File: src/rtl/fps_output_control_defs.vh
// Constants of the proximity output control: zone codes, times and cycle counts
`ifndef FPS_OUTPUT_CONTROL_DEFS_VH
`define FPS_OUTPUT_CONTROL_DEFS_VH

// =====================================================================
// Clock rate
`define FPS_CLK_HZ 32'd50000000
`define FPS_CLK_KHZ 32'd50000
`define FPS_CLK_MHZ 32'd50

// =====================================================================
// Zone codes (reset value of the zone register is FPS_ZONE_OUTSIDE)
`define FPS_ZONE_UNDAMPED 2'h0
`define FPS_ZONE_CLOSE 2'h1
`define FPS_ZONE_ENABLE 2'h2
`define FPS_ZONE_OUTSIDE 2'h3

// =====================================================================
// Times in their own units
`define FPS_CLOSE_DWELL_S 32'd2
`define FPS_UNDAMP_RELEASE_S 32'd2
`define FPS_LED_DELAY_S 32'd3
`define FPS_AID_DELAY_S 32'd5
`define FPS_ENABLE_TIME_MS 32'd100
`define FPS_TEST_PULSE_US 32'd1000
`define FPS_OFFSET_US 32'd100
`define FPS_CLOCK_LOSS_US 32'd1800
`define FPS_FLASH_HZ 32'd2
`define FPS_FAULT_FLASH_HZ 32'd5

// =====================================================================
// Cycle counts derived from the times
`define FPS_CLOSE_DWELL_CYC (`FPS_CLOSE_DWELL_S * `FPS_CLK_HZ)
`define FPS_UNDAMP_RELEASE_CYC (`FPS_UNDAMP_RELEASE_S * `FPS_CLK_HZ)
`define FPS_LED_DELAY_CYC (`FPS_LED_DELAY_S * `FPS_CLK_HZ)
`define FPS_AID_DELAY_CYC (`FPS_AID_DELAY_S * `FPS_CLK_HZ)
`define FPS_ENABLE_TIME_CYC (`FPS_ENABLE_TIME_MS * `FPS_CLK_KHZ)
`define FPS_TEST_PULSE_CYC (`FPS_TEST_PULSE_US * `FPS_CLK_MHZ)
`define FPS_OFFSET_CYC (`FPS_OFFSET_US * `FPS_CLK_MHZ)
`define FPS_CLOCK_LOSS_CYC (`FPS_CLOCK_LOSS_US * `FPS_CLK_MHZ)
`define FPS_FLASH_HALF_CYC (`FPS_CLK_HZ / (32'd2 * `FPS_FLASH_HZ))
`define FPS_FAULT_HALF_CYC (`FPS_CLK_HZ / (32'd2 * `FPS_FAULT_FLASH_HZ))

`endif

File: src/rtl/fps_output_control.v
// Output control of a fail-safe proximity sensor: zones, lockout, setting aid, clock pass-through
//
// Functional notes
// - Output enabled only while target is damped inside the enable zone.
// - Entering the enable zone switches output on regardless of LED timing.
// - After long undamping or power-on in zone, LED lights after 3 s.
// - After short undamping, LED lights at once in the enable zone.
// - Undamping turns output and LED off without added delay.
// - Close zone: output off at once, LED dark after 2 s.
// - Over 2 s in close zone locks out later enabling.
// - Lockout cleared by undamping beyond 10 mm over 2 s, or reset.
// - Over 5 s in close zone starts setting aid, LED flashing.
// - During setting aid the output stays at logic 0.
// - Setting aid: LED off in enable zone, flashing outside it.
// - Setting aid ends after undamping over 2 s, or power removal.
// - Enabled and fault free, output repeats test clock after fixed offset.
// - Low test pulses up to 1.0 ms are not input changes.
// - Missing offset or stuck-high output appears only under faults.
// - A cross fault holds the output permanently at logic 1.
// - Leaving enable zone: output off within 20 ms, low meanwhile.
// - Enable decision takes typically 100 ms, never over 200 ms.
// - Test clock switched off: output follows within 2 ms.
// - Enable to first passed rising edge: typically 40 ms, at most 100 ms.
// - Safety faults answered within one test clock period.
`timescale 1ns/1ps
`include "fps_output_control_defs.vh"

module fps_output_control #(
    parameter [31:0] CLOSE_DWELL_CYC = `FPS_CLOSE_DWELL_CYC,
    parameter [31:0] UNDAMP_RELEASE_CYC = `FPS_UNDAMP_RELEASE_CYC,
    parameter [31:0] LED_DELAY_CYC = `FPS_LED_DELAY_CYC,
    parameter [31:0] AID_DELAY_CYC = `FPS_AID_DELAY_CYC,
    parameter [31:0] ENABLE_TIME_CYC = `FPS_ENABLE_TIME_CYC,
    parameter [31:0] TEST_PULSE_CYC = `FPS_TEST_PULSE_CYC,
    parameter [31:0] OFFSET_CYC = `FPS_OFFSET_CYC,
    parameter [31:0] CLOCK_LOSS_CYC = `FPS_CLOCK_LOSS_CYC,
    parameter [31:0] FLASH_HALF_CYC = `FPS_FLASH_HALF_CYC,
    parameter [31:0] FAULT_HALF_CYC = `FPS_FAULT_HALF_CYC
)(
    // Clock and reset
    input wire clk,
    input wire reset_n,
    // Zone flags from the sensing front end, same clock
    input wire zone_close,
    input wire zone_enable,
    input wire zone_undamped,
    // Pins from outside the clock domain
    input wire test_clock_input,
    input wire cross_fault_pin,
    // Safety output and yellow indicator
    output reg safety_out,
    output reg led_yellow
);

    // =================================================================
    // Helpers

    // Saturating counter reached its limit
    function reached;
        input [31:0] cnt;
        input [31:0] lim;
        begin
            reached = (cnt >= lim);
        end
    endfunction

    // Saturating increment
    function [31:0] bump;
        input [31:0] cnt;
        begin
            bump = (cnt == 32'hFFFFFFFF) ? cnt : cnt + 32'h00000001;
        end
    endfunction

    // =================================================================
    // Pin synchronisers

    wire [1:0] pin_raw;
    reg [1:0] pin_meta;
    reg [1:0] pin_sync;
    genvar gi;

    assign pin_raw = {cross_fault_pin, test_clock_input};

    // Two flip-flops per pin; the first stage feeds only the second
    generate
        for (gi = 0; gi < 2; gi = gi + 1) begin : g_sync
            always @(posedge clk or negedge reset_n) begin
                if (!reset_n) begin
                    pin_meta[gi] <= 1'b0;
                    pin_sync[gi] <= 1'b0;
                end else begin
                    pin_meta[gi] <= pin_raw[gi];
                    pin_sync[gi] <= pin_meta[gi];
                end
            end
        end
    endgenerate

    wire clk_in_sync;
    wire cross_sync;

    assign clk_in_sync = pin_sync[0];
    assign cross_sync = pin_sync[1];

    // =================================================================
    // Zone classification and dwell timer

    reg [1:0] zone;
    reg [1:0] next_zone;
    reg [31:0] dwell;

    // Close wins over enable so a target pressed on the face is never enabled
    always @* begin
        if (zone_close) begin
            next_zone = `FPS_ZONE_CLOSE;
        end else if (zone_enable) begin
            next_zone = `FPS_ZONE_ENABLE;
        end else if (zone_undamped) begin
            next_zone = `FPS_ZONE_UNDAMPED;
        end else begin
            next_zone = `FPS_ZONE_OUTSIDE;
        end
    end

    // Dwell restarts on every zone change
    always @(posedge clk or negedge reset_n) begin
        if (!reset_n) begin
            zone <= `FPS_ZONE_OUTSIDE;
            dwell <= 32'h00000000;
        end else begin
            zone <= next_zone;
            if (next_zone != zone) begin
                dwell <= 32'h00000000;
            end else begin
                dwell <= bump(dwell);
            end
        end
    end

    wire in_close;
    wire in_enable;
    wire in_undamped;
    wire entering_enable;
    wire undamp_release;

    assign in_close = (zone == `FPS_ZONE_CLOSE);
    assign in_enable = (zone == `FPS_ZONE_ENABLE);
    assign in_undamped = (zone == `FPS_ZONE_UNDAMPED);
    assign entering_enable = in_enable && (dwell == 32'h00000000);
    assign undamp_release = in_undamped && reached(dwell, UNDAMP_RELEASE_CYC);

    // =================================================================
    // Lockout, setting aid and LED delay arming

    reg lockout;
    reg setting_aid;
    reg led_delay_armed;
    reg led_delay_mode;

    // Reset doubles as the supply interruption that releases everything
    always @(posedge clk or negedge reset_n) begin
        if (!reset_n) begin
            lockout <= 1'b0;
            setting_aid <= 1'b0;
            led_delay_armed <= 1'b1;
            led_delay_mode <= 1'b0;
        end else begin
            if (in_close && reached(dwell, CLOSE_DWELL_CYC)) begin
                lockout <= 1'b1;
            end else if (undamp_release) begin
                lockout <= 1'b0;
            end
            if (in_close && reached(dwell, AID_DELAY_CYC)) begin
                setting_aid <= 1'b1;
            end else if (undamp_release) begin
                setting_aid <= 1'b0;
            end
            // Long undamping arms the delayed LED, entry consumes the choice
            if (undamp_release) begin
                led_delay_armed <= 1'b1;
            end else if (entering_enable) begin
                led_delay_armed <= 1'b0;
            end
            if (entering_enable) begin
                led_delay_mode <= led_delay_armed;
            end
        end
    end

    // =================================================================
    // Cross fault latch

    reg cross_fault;

    // Sticky until power is removed
    always @(posedge clk or negedge reset_n) begin
        if (!reset_n) begin
            cross_fault <= 1'b0;
        end else if (cross_sync) begin
            cross_fault <= 1'b1;
        end
    end

    // =================================================================
    // Test clock conditioning

    reg clk_filt;
    reg [31:0] low_cnt;

    // High passes at once; low must outlast a test pulse to count
    always @(posedge clk or negedge reset_n) begin
        if (!reset_n) begin
            clk_filt <= 1'b0;
            low_cnt <= 32'h00000000;
        end else if (clk_in_sync) begin
            clk_filt <= 1'b1;
            low_cnt <= 32'h00000000;
        end else begin
            low_cnt <= bump(low_cnt);
            if (reached(low_cnt, TEST_PULSE_CYC)) begin
                clk_filt <= 1'b0;
            end
        end
    end

    reg clk_pass;
    reg [31:0] offset_cnt;

    // Each level change reaches the output only after the fixed offset
    always @(posedge clk or negedge reset_n) begin
        if (!reset_n) begin
            clk_pass <= 1'b0;
            offset_cnt <= 32'h00000000;
        end else if (clk_filt == clk_pass) begin
            offset_cnt <= 32'h00000000;
        end else if (reached(offset_cnt, OFFSET_CYC)) begin
            clk_pass <= clk_filt;
            offset_cnt <= 32'h00000000;
        end else begin
            offset_cnt <= bump(offset_cnt);
        end
    end

    reg clk_prev;
    reg [31:0] since_rise;
    reg clock_alive;

    // A clock stuck high must not become a stuck-high output
    always @(posedge clk or negedge reset_n) begin
        if (!reset_n) begin
            clk_prev <= 1'b0;
            since_rise <= 32'h00000000;
            clock_alive <= 1'b0;
        end else begin
            clk_prev <= clk_filt;
            if (clk_filt && !clk_prev) begin
                since_rise <= 32'h00000000;
                clock_alive <= 1'b1;
            end else begin
                since_rise <= bump(since_rise);
                if (reached(since_rise, CLOCK_LOSS_CYC)) begin
                    clock_alive <= 1'b0;
                end
            end
        end
    end

    // =================================================================
    // Enable decision

    wire enabled;

    // Output path ignores the LED delay entirely
    assign enabled = in_enable && !lockout && !setting_aid
        && reached(dwell, ENABLE_TIME_CYC);

    // Safety output: fault beats everything, otherwise gated clock
    always @(posedge clk or negedge reset_n) begin
        if (!reset_n) begin
            safety_out <= 1'b0;
        end else if (cross_fault) begin
            safety_out <= 1'b1;
        end else if (enabled && clock_alive) begin
            safety_out <= clk_pass;
        end else begin
            safety_out <= 1'b0;
        end
    end

    // =================================================================
    // Yellow indicator

    reg [31:0] flash_cnt;
    reg flash;
    reg [31:0] fault_cnt;
    reg fault_flash;

    // Slow blink for setting aid, fast blink for a fault
    always @(posedge clk or negedge reset_n) begin
        if (!reset_n) begin
            flash_cnt <= 32'h00000000;
            flash <= 1'b0;
            fault_cnt <= 32'h00000000;
            fault_flash <= 1'b0;
        end else begin
            if (reached(flash_cnt, FLASH_HALF_CYC - 32'h00000001)) begin
                flash_cnt <= 32'h00000000;
                flash <= !flash;
            end else begin
                flash_cnt <= bump(flash_cnt);
            end
            if (reached(fault_cnt, FAULT_HALF_CYC - 32'h00000001)) begin
                fault_cnt <= 32'h00000000;
                fault_flash <= !fault_flash;
            end else begin
                fault_cnt <= bump(fault_cnt);
            end
        end
    end

    reg next_led;

    // Lit state carries into the close zone and dies there after the dwell
    always @* begin
        next_led = 1'b0;
        if (cross_fault) begin
            next_led = fault_flash;
        end else if (setting_aid) begin
            next_led = in_enable ? 1'b0 : flash;
        end else if (in_enable && !lockout) begin
            if (entering_enable) begin
                next_led = !led_delay_armed;
            end else if (led_delay_mode) begin
                next_led = reached(dwell, LED_DELAY_CYC);
            end else begin
                next_led = 1'b1;
            end
        end else if (in_close) begin
            next_led = led_yellow && !reached(dwell, CLOSE_DWELL_CYC);
        end else begin
            next_led = 1'b0;
        end
    end

    always @(posedge clk or negedge reset_n) begin
        if (!reset_n) begin
            led_yellow <= 1'b0;
        end else begin
            led_yellow <= next_led;
        end
    end

endmodule

File: config.mk
export PLATFORM = sky130hd
export DESIGN_NAME = fps_output_control
export DESIGN_NICKNAME = d
export VERILOG_FILES = /design/src/rtl/fps_output_control.v
export VERILOG_INCLUDE_DIRS = /design/src /design/src/rtl
export SDC_FILE = /design/constraint.sdc
export NUM_CORES = 1
export LEC_CHECK = 0
export BUFFER_PORTS_ARGS = -buffer_cell sky130_fd_sc_hd__buf_2
export CAP_MARGIN = 15
export CORE_MARGIN = 2
export CORE_UTILIZATION = 40
export CTS_BUF_LIST = sky130_fd_sc_hd__clkbuf_4 sky130_fd_sc_hd__clkbuf_8
export DETAILED_ROUTE_END_ITERATION = 12
export PLACE_DENSITY_LB_ADDON = 0.3
export SETUP_SLACK_MARGIN = 0.15
export SYNTH_ARGS = -nofsm -noshare
export SYNTH_HDL_FRONTEND = slang
export SYNTH_SLANG_ARGS = --single-unit
File: constraint.sdc
create_clock -name clk -period 6.05 [get_ports clk]
set_input_delay 1.21 -clock clk [delete_from_list [all_inputs] [get_ports clk]]
set_output_delay 1.21 -clock clk [all_outputs]
set_load 0.03 [all_outputs]
## After elaboration in Yosys (flattened, before gate mapping)

Index checks and enable logic that the tools add are counted.

| cells by class | value |
|---|---|
| add/sub/neg operators | 6 |
| magnitude comparators | 9 |
| equality and inequality tests | 16 |
| mux-type cells | 34 |
| bitwise operators | 1 |
| reduce and logical (&&, ||, !) cells | 25 |

Operators with widths:

| operator | number |
|---|---|
| 2-to-1 mux 32 bit | 13 |
| adder 32 x 1 -> 32 bit, second input constant | 6 |
| == test 32 bit, second input constant | 6 |
| >= comparator 32 x 23 -> 1 bit, second input constant | 2 |
| >= comparator 32 x 28 -> 1 bit, second input constant | 2 |
| >= comparator 32 x 13 -> 1 bit, second input constant | 1 |
| >= comparator 32 x 16 -> 1 bit, second input constant | 1 |
| >= comparator 32 x 17 -> 1 bit, second input constant | 1 |
| >= comparator 32 x 24 -> 1 bit, second input constant | 1 |
| >= comparator 32 x 27 -> 1 bit, second input constant | 1 |
| zero test 32 bit | 1 |
| 2-to-1 mux 1 bit | 18 |
| logical AND 1 bit | 10 |
| != test 2 bit, second input constant | 5 |
| nonzero test 2 bit | 5 |
| zero test 1 bit | 7 |
| 2-to-1 mux 2 bit | 3 |
| != test 3 bit, second input constant | 1 |
| == test 2 x 1 -> 1 bit, second input constant | 1 |
| == test 2 bit, second input constant | 1 |
| zero test 2 bit | 1 |
| != test 2 bit | 1 |
| AND reduction 2 bit | 1 |
| == test 1 bit | 1 |
| NOT 1 bit | 1 |

| storage, ports and cells | value |
|---|---|
| register bits after elaboration | 211 |
| bits of input ports | 7 |
| output and inout bits | 2 |
| logic and storage cells | 115 |

## Logic depth before layout (Yosys ltp)

| depth | value |
|---|---|
| depth in word-level cells | 7 |
| mapped depth | 9 |
| mapped depth without buffers | 7 |

## Worst setup path after synthesis

Ideal clock, no wire load.

| timing | value |
|---|---|
| path kind | input -> register |
| start | input zone_undamped |
| end | register dwell[23] |
| setup time | 0.095 ns |
| arrival time | 2.450 ns |
| data required time | 5.955 ns |
| path slack | 3.505 ns |
| stages on the path | 5 |
| buffers on the path | 0 |
| path through | nor2b_1 or3b_2 a21oi_1 o311ai_0 o31ai_1 |

| on the way | value |
|---|---|
| cells in the longest elaborated chain, start to end | 5 |
| elaborated cells on any way between the ends | 6 |
| classes of those cells | eq/ne: 2; mux: 4 |

Ends and longest elaborated chain:

| item | line | text |
|---|---|---|
| from (decl) | fps_output_control.v:46 | `input wire zone_undamped,` |
| 2-to-1 mux 2 bit (*) | fps_output_control.v:119 | `end else if (zone_undamped) begin` |
| 2-to-1 mux 2 bit (*) | fps_output_control.v:117 | `end else if (zone_enable) begin` |
| 2-to-1 mux 2 bit (*) | fps_output_control.v:115 | `if (zone_close) begin` |
| != test 2 bit (*) | fps_output_control.v:133 | `if (next_zone != zone) begin` |
| != test 2 bit (no source line) or 2-to-1 mux 32 bit (tied branches) | -- |  |
| to (signal assigned) | fps_output_control.v:136 | `dwell <= bump(dwell);` |
| to (decl) | fps_output_control.v:111 | `reg [31:0] dwell;` |

Every way passes the cells marked *; elsewhere a longest branch is shown, timed or not.
A chain may end at the register's enable or synchronous reset.

## Final worst setup path

| timing | value |
|---|---|
| start | register dwell[3] |
| end | register dwell[21] |

| on the way | value |
|---|---|
| cells in the longest elaborated chain, start to end | 3 |
| elaborated cells on any way between the ends | 5 |
| classes of those cells | add/sub: 1; eq/ne: 2; mux: 2 |

Ends and longest elaborated chain:

| item | line | text |
|---|---|---|
| adder 32 x 1 -> 32 bit | fps_output_control.v:71 | `bump = (cnt == 32'hFFFFFFFF) ? cnt : cnt + 32'h00000001;` |
| 2-to-1 mux 32 bit | fps_output_control.v:71 |  |
| 2-to-1 mux 32 bit | fps_output_control.v:133 |  |

Parallel ways exist; a longest one is shown, timed or not. The select of a mux whose other input is x is not followed.

==> metrics.md <==
| Metric | Value |
|---|---|
| Hold Crit Class | reg2reg |
| Initial core utilization | just over 40% |
| Worst Path Arrival | slightly above 3 ns |
| Port bufs | 8 |
| Post-synth top area share | 47.8% |
| Cts hold-fix bufs | 0 |
| IO Pins | 9 |
| Largest net degree at the start of global routing | around 110 |
| Setup crit start kind | flop |
| #FFs+latches synth | between 200 and 250 |
| F_max | between 300 and 400 MHz |
| Final Hold Fails | 0 |
| Synth Area per Inst | between 9 and 10 sq um |
| FF-to-FF End | dwell[21] |
| DRC viols | 0 |
| Max_slew headroom | 33.6% |
| Post-CTS sizing | 0 |
| DR WL/cell | between 10 and 15 microns |
| Top Layer Used | met4 |
| Placed wire-length estimate | roughly 15 mm |
| Fin Clk Skew | 0.0109 ns |
| Router iterations before antenna repair | 6 |
| Share of cells above drive strength 1 | under 10% |
| Largest cells by area after synthesis | dfrtp_1, a21oi_1, nor2_1 |
| Hold depth | 0 |
| Tcrit/Tclk final | a little over two fifths |
| Gr ovfl total | 0 |
| Via density | around 5.8 |
| Total power | roughly 3 mW |
| WP data required | about 6.5 ns |
| Min-delay src | pin_meta[1] |
| Met3 wire len | slightly below 800 microns |
| Via count | 8955 |
| CTS Buf Count | 39 |
| Clk_lat worst skew | between 0.5 and 0.6 ns |
| FFs w/ async S/R, synth | 100% |
| Cells after Synth | ~1100 |
| Pleak | between 4 and 5 nW |
| Fin Setup TNS | 0 ns |
| Wire length after detailed routing | between 20 and 25 mm |
| WHS Endpoint | cross_sync |
| Ys flop type | dfrtp_1 |
| PD cells | between 200 and 300 nW/um^2 |
| Final setup violation count | 0 |
| Clk buf depth | 3 |
| Placer congestion estimate | ~0.83 |
| Die Y | between 150 and 200 microns |
| Rows | 60 |
| DR WL met2 | about 11 mm |
| Synthesized area | roughly 11000 sq um |
| Filler cells | roughly 2600 |
| GRT Resource Usage Total | 16.6% |
| Htree depth | 2 |
| CTS clk-pin slew, worst paths | roughly 0.070 ns |
| Status | completed |
| Die Wd | around 170 microns |
| Worst-case reg-to-reg path depth | 5 |
| Clk sinks | 211 |
| Worst slew pin tran | about 0.99 ns |
| Most common cell in the netlist | dfrtp_1 |
| N_diodes | 0 |
| Synth-to-Final Area Change | 11.7% |
| Initial drt markers | around 670 |
| CP max FO | 14 |
| Most frequent cells after synthesis | dfrtp_1, nor2_1, a21oi_1 |
| Final Critical Period | 2.65 ns |
| CTS tree | built |
| Post-synth cell types | 68 |
| Post-synth EDFFs | 0 |
| Maxcap violations | 0 |
| Setup bufs post-CTS | 0 |
| Vias in the first global route | 8636 |
| Die footprint | 28500 sq um |
| Crit path capture type | flop |
| Post-layout net count | 1192 |
| Antenna violations before repair | 0 |
| Final Max Tran Viols | 0 |
| Root buffer cell | clkbuf_8 |
| Core Region | 26800 sq um |
| Origin of the critical flop-to-flop path | dwell[3] |
| First-pass GRT wire length | roughly 40 mm |
| M1 WL | about 11 mm |
| Cell accounting for the most synthesized area | dfrtp_1 |
| Register-to-register setup slack | around 3.4 ns |
| Synth warnings | 0 |
| Post-synthesis sequential area ratio | between 40 and 50% |
| Unrepaired setup endpoints after global routing | false |
| WS Path Type | reg2reg |
| DRT antenna net count | 0 |
| Max IR drop VDD | 0.125 mV |
placed cells by master, fill, tap and decap left out, types with 38 or more instances in the layout:
cell,netlist,final
or4_1,40,40
or3_1,52,52
clkbuf_8,0,45
nand4_1,48,48
dfrtp_1,208,208
nand2_1,79,79
o21ai_0,43,43
nand3_1,51,51
nor2_1,93,93
a21oi_1,91,91
o31ai_1,39,38
logic make-up after synthesis:
family                     after synthesis  share of synthesized area [%]
buffers and inverters                   87                           3.31
adders and majority gates               10                           1.15
and+or+nand+nor                        503                           25.8
DFF                                    211                           48.6
xor gates and xnor gates                46                           3.70
other                                    1                         0.0345
AOI/OAI and AO/OA                      267                           16.1
muxes                                   13                           1.26
worst max-delay path, cell delays in order, from the launching register on:
cell,delay [ns]
dfrtp_1,0.43
nand3_1,0.24
nor3_2,0.52
nand3b_1,0.57
or4_1,0.64
a21oi_1,0.15
worst max path at each step:
stage / depth (start not counted) / from / end
3_5_place_dp: 6 / zone_undamped / dwell[12]
4_1_cts: 5 / low_cnt[3] / low_cnt[27]
3_3_place_gp: 6 / zone_undamped / dwell[12]
5_1_grt: 5 / dwell[3] / dwell[31]
6_report: 5 / dwell[3] / dwell[21]
2_1_floorplan: 5 / zone_undamped / dwell[23]
layer usage:
metal	vias up	global-route usage, %
met1	4414	22.9
met2	143	26.5
li1	4356	-
met5	-	0
met4	0	5.62
met3	42	2.83
power breakdown:
part,internal [mW],leakage (nW),total (mW),switching (mW)
clock network,0.802,0.437,1.41,0.607
registers,1.46,2.78,1.51,0.0506
logic,0.0504,1.36,0.143,0.0930
final cells by class:
cell class / count / area, sq um / share of cell area, %
inverters: 34 / 128 / 1.05
flip-flops and latches: 211 / 5280 / 43.5
multi-input cells: 875 / 5390 / 44.3
well taps: 341 / 427 / 3.51
clock buffers: 57 / 709 / 5.84
clock inverters: 14 / 104 / 0.854
repair buffers: 14 / 115 / 0.947
registers in the layout (all words and copies together) (netlist names), 2 cells and up:
signal	cells
pin_meta	2
since_rise	32
zone	2
flash_cnt	32
offset_cnt	32
dwell	32
fault_cnt	32
low_cnt	32
through the flow:
stage          std cells  utilization (%)  cell area, sq um  hold WS (ns)  setup slack, ns
2_1_floorplan       1173                -             11000         0.331             3.50
3_3_place_gp        1474             42.2             11300         0.335             3.10
3_5_place_dp        1474             42.2             11300         0.337             3.12
4_1_cts             1545             45.3             12100         0.351             3.23
5_1_grt             1546             45.4             12200         0.353             3.14
6_report            1546             45.4             12200         0.348             3.40
No activity file was read; power rests on OpenSTA's default activity.
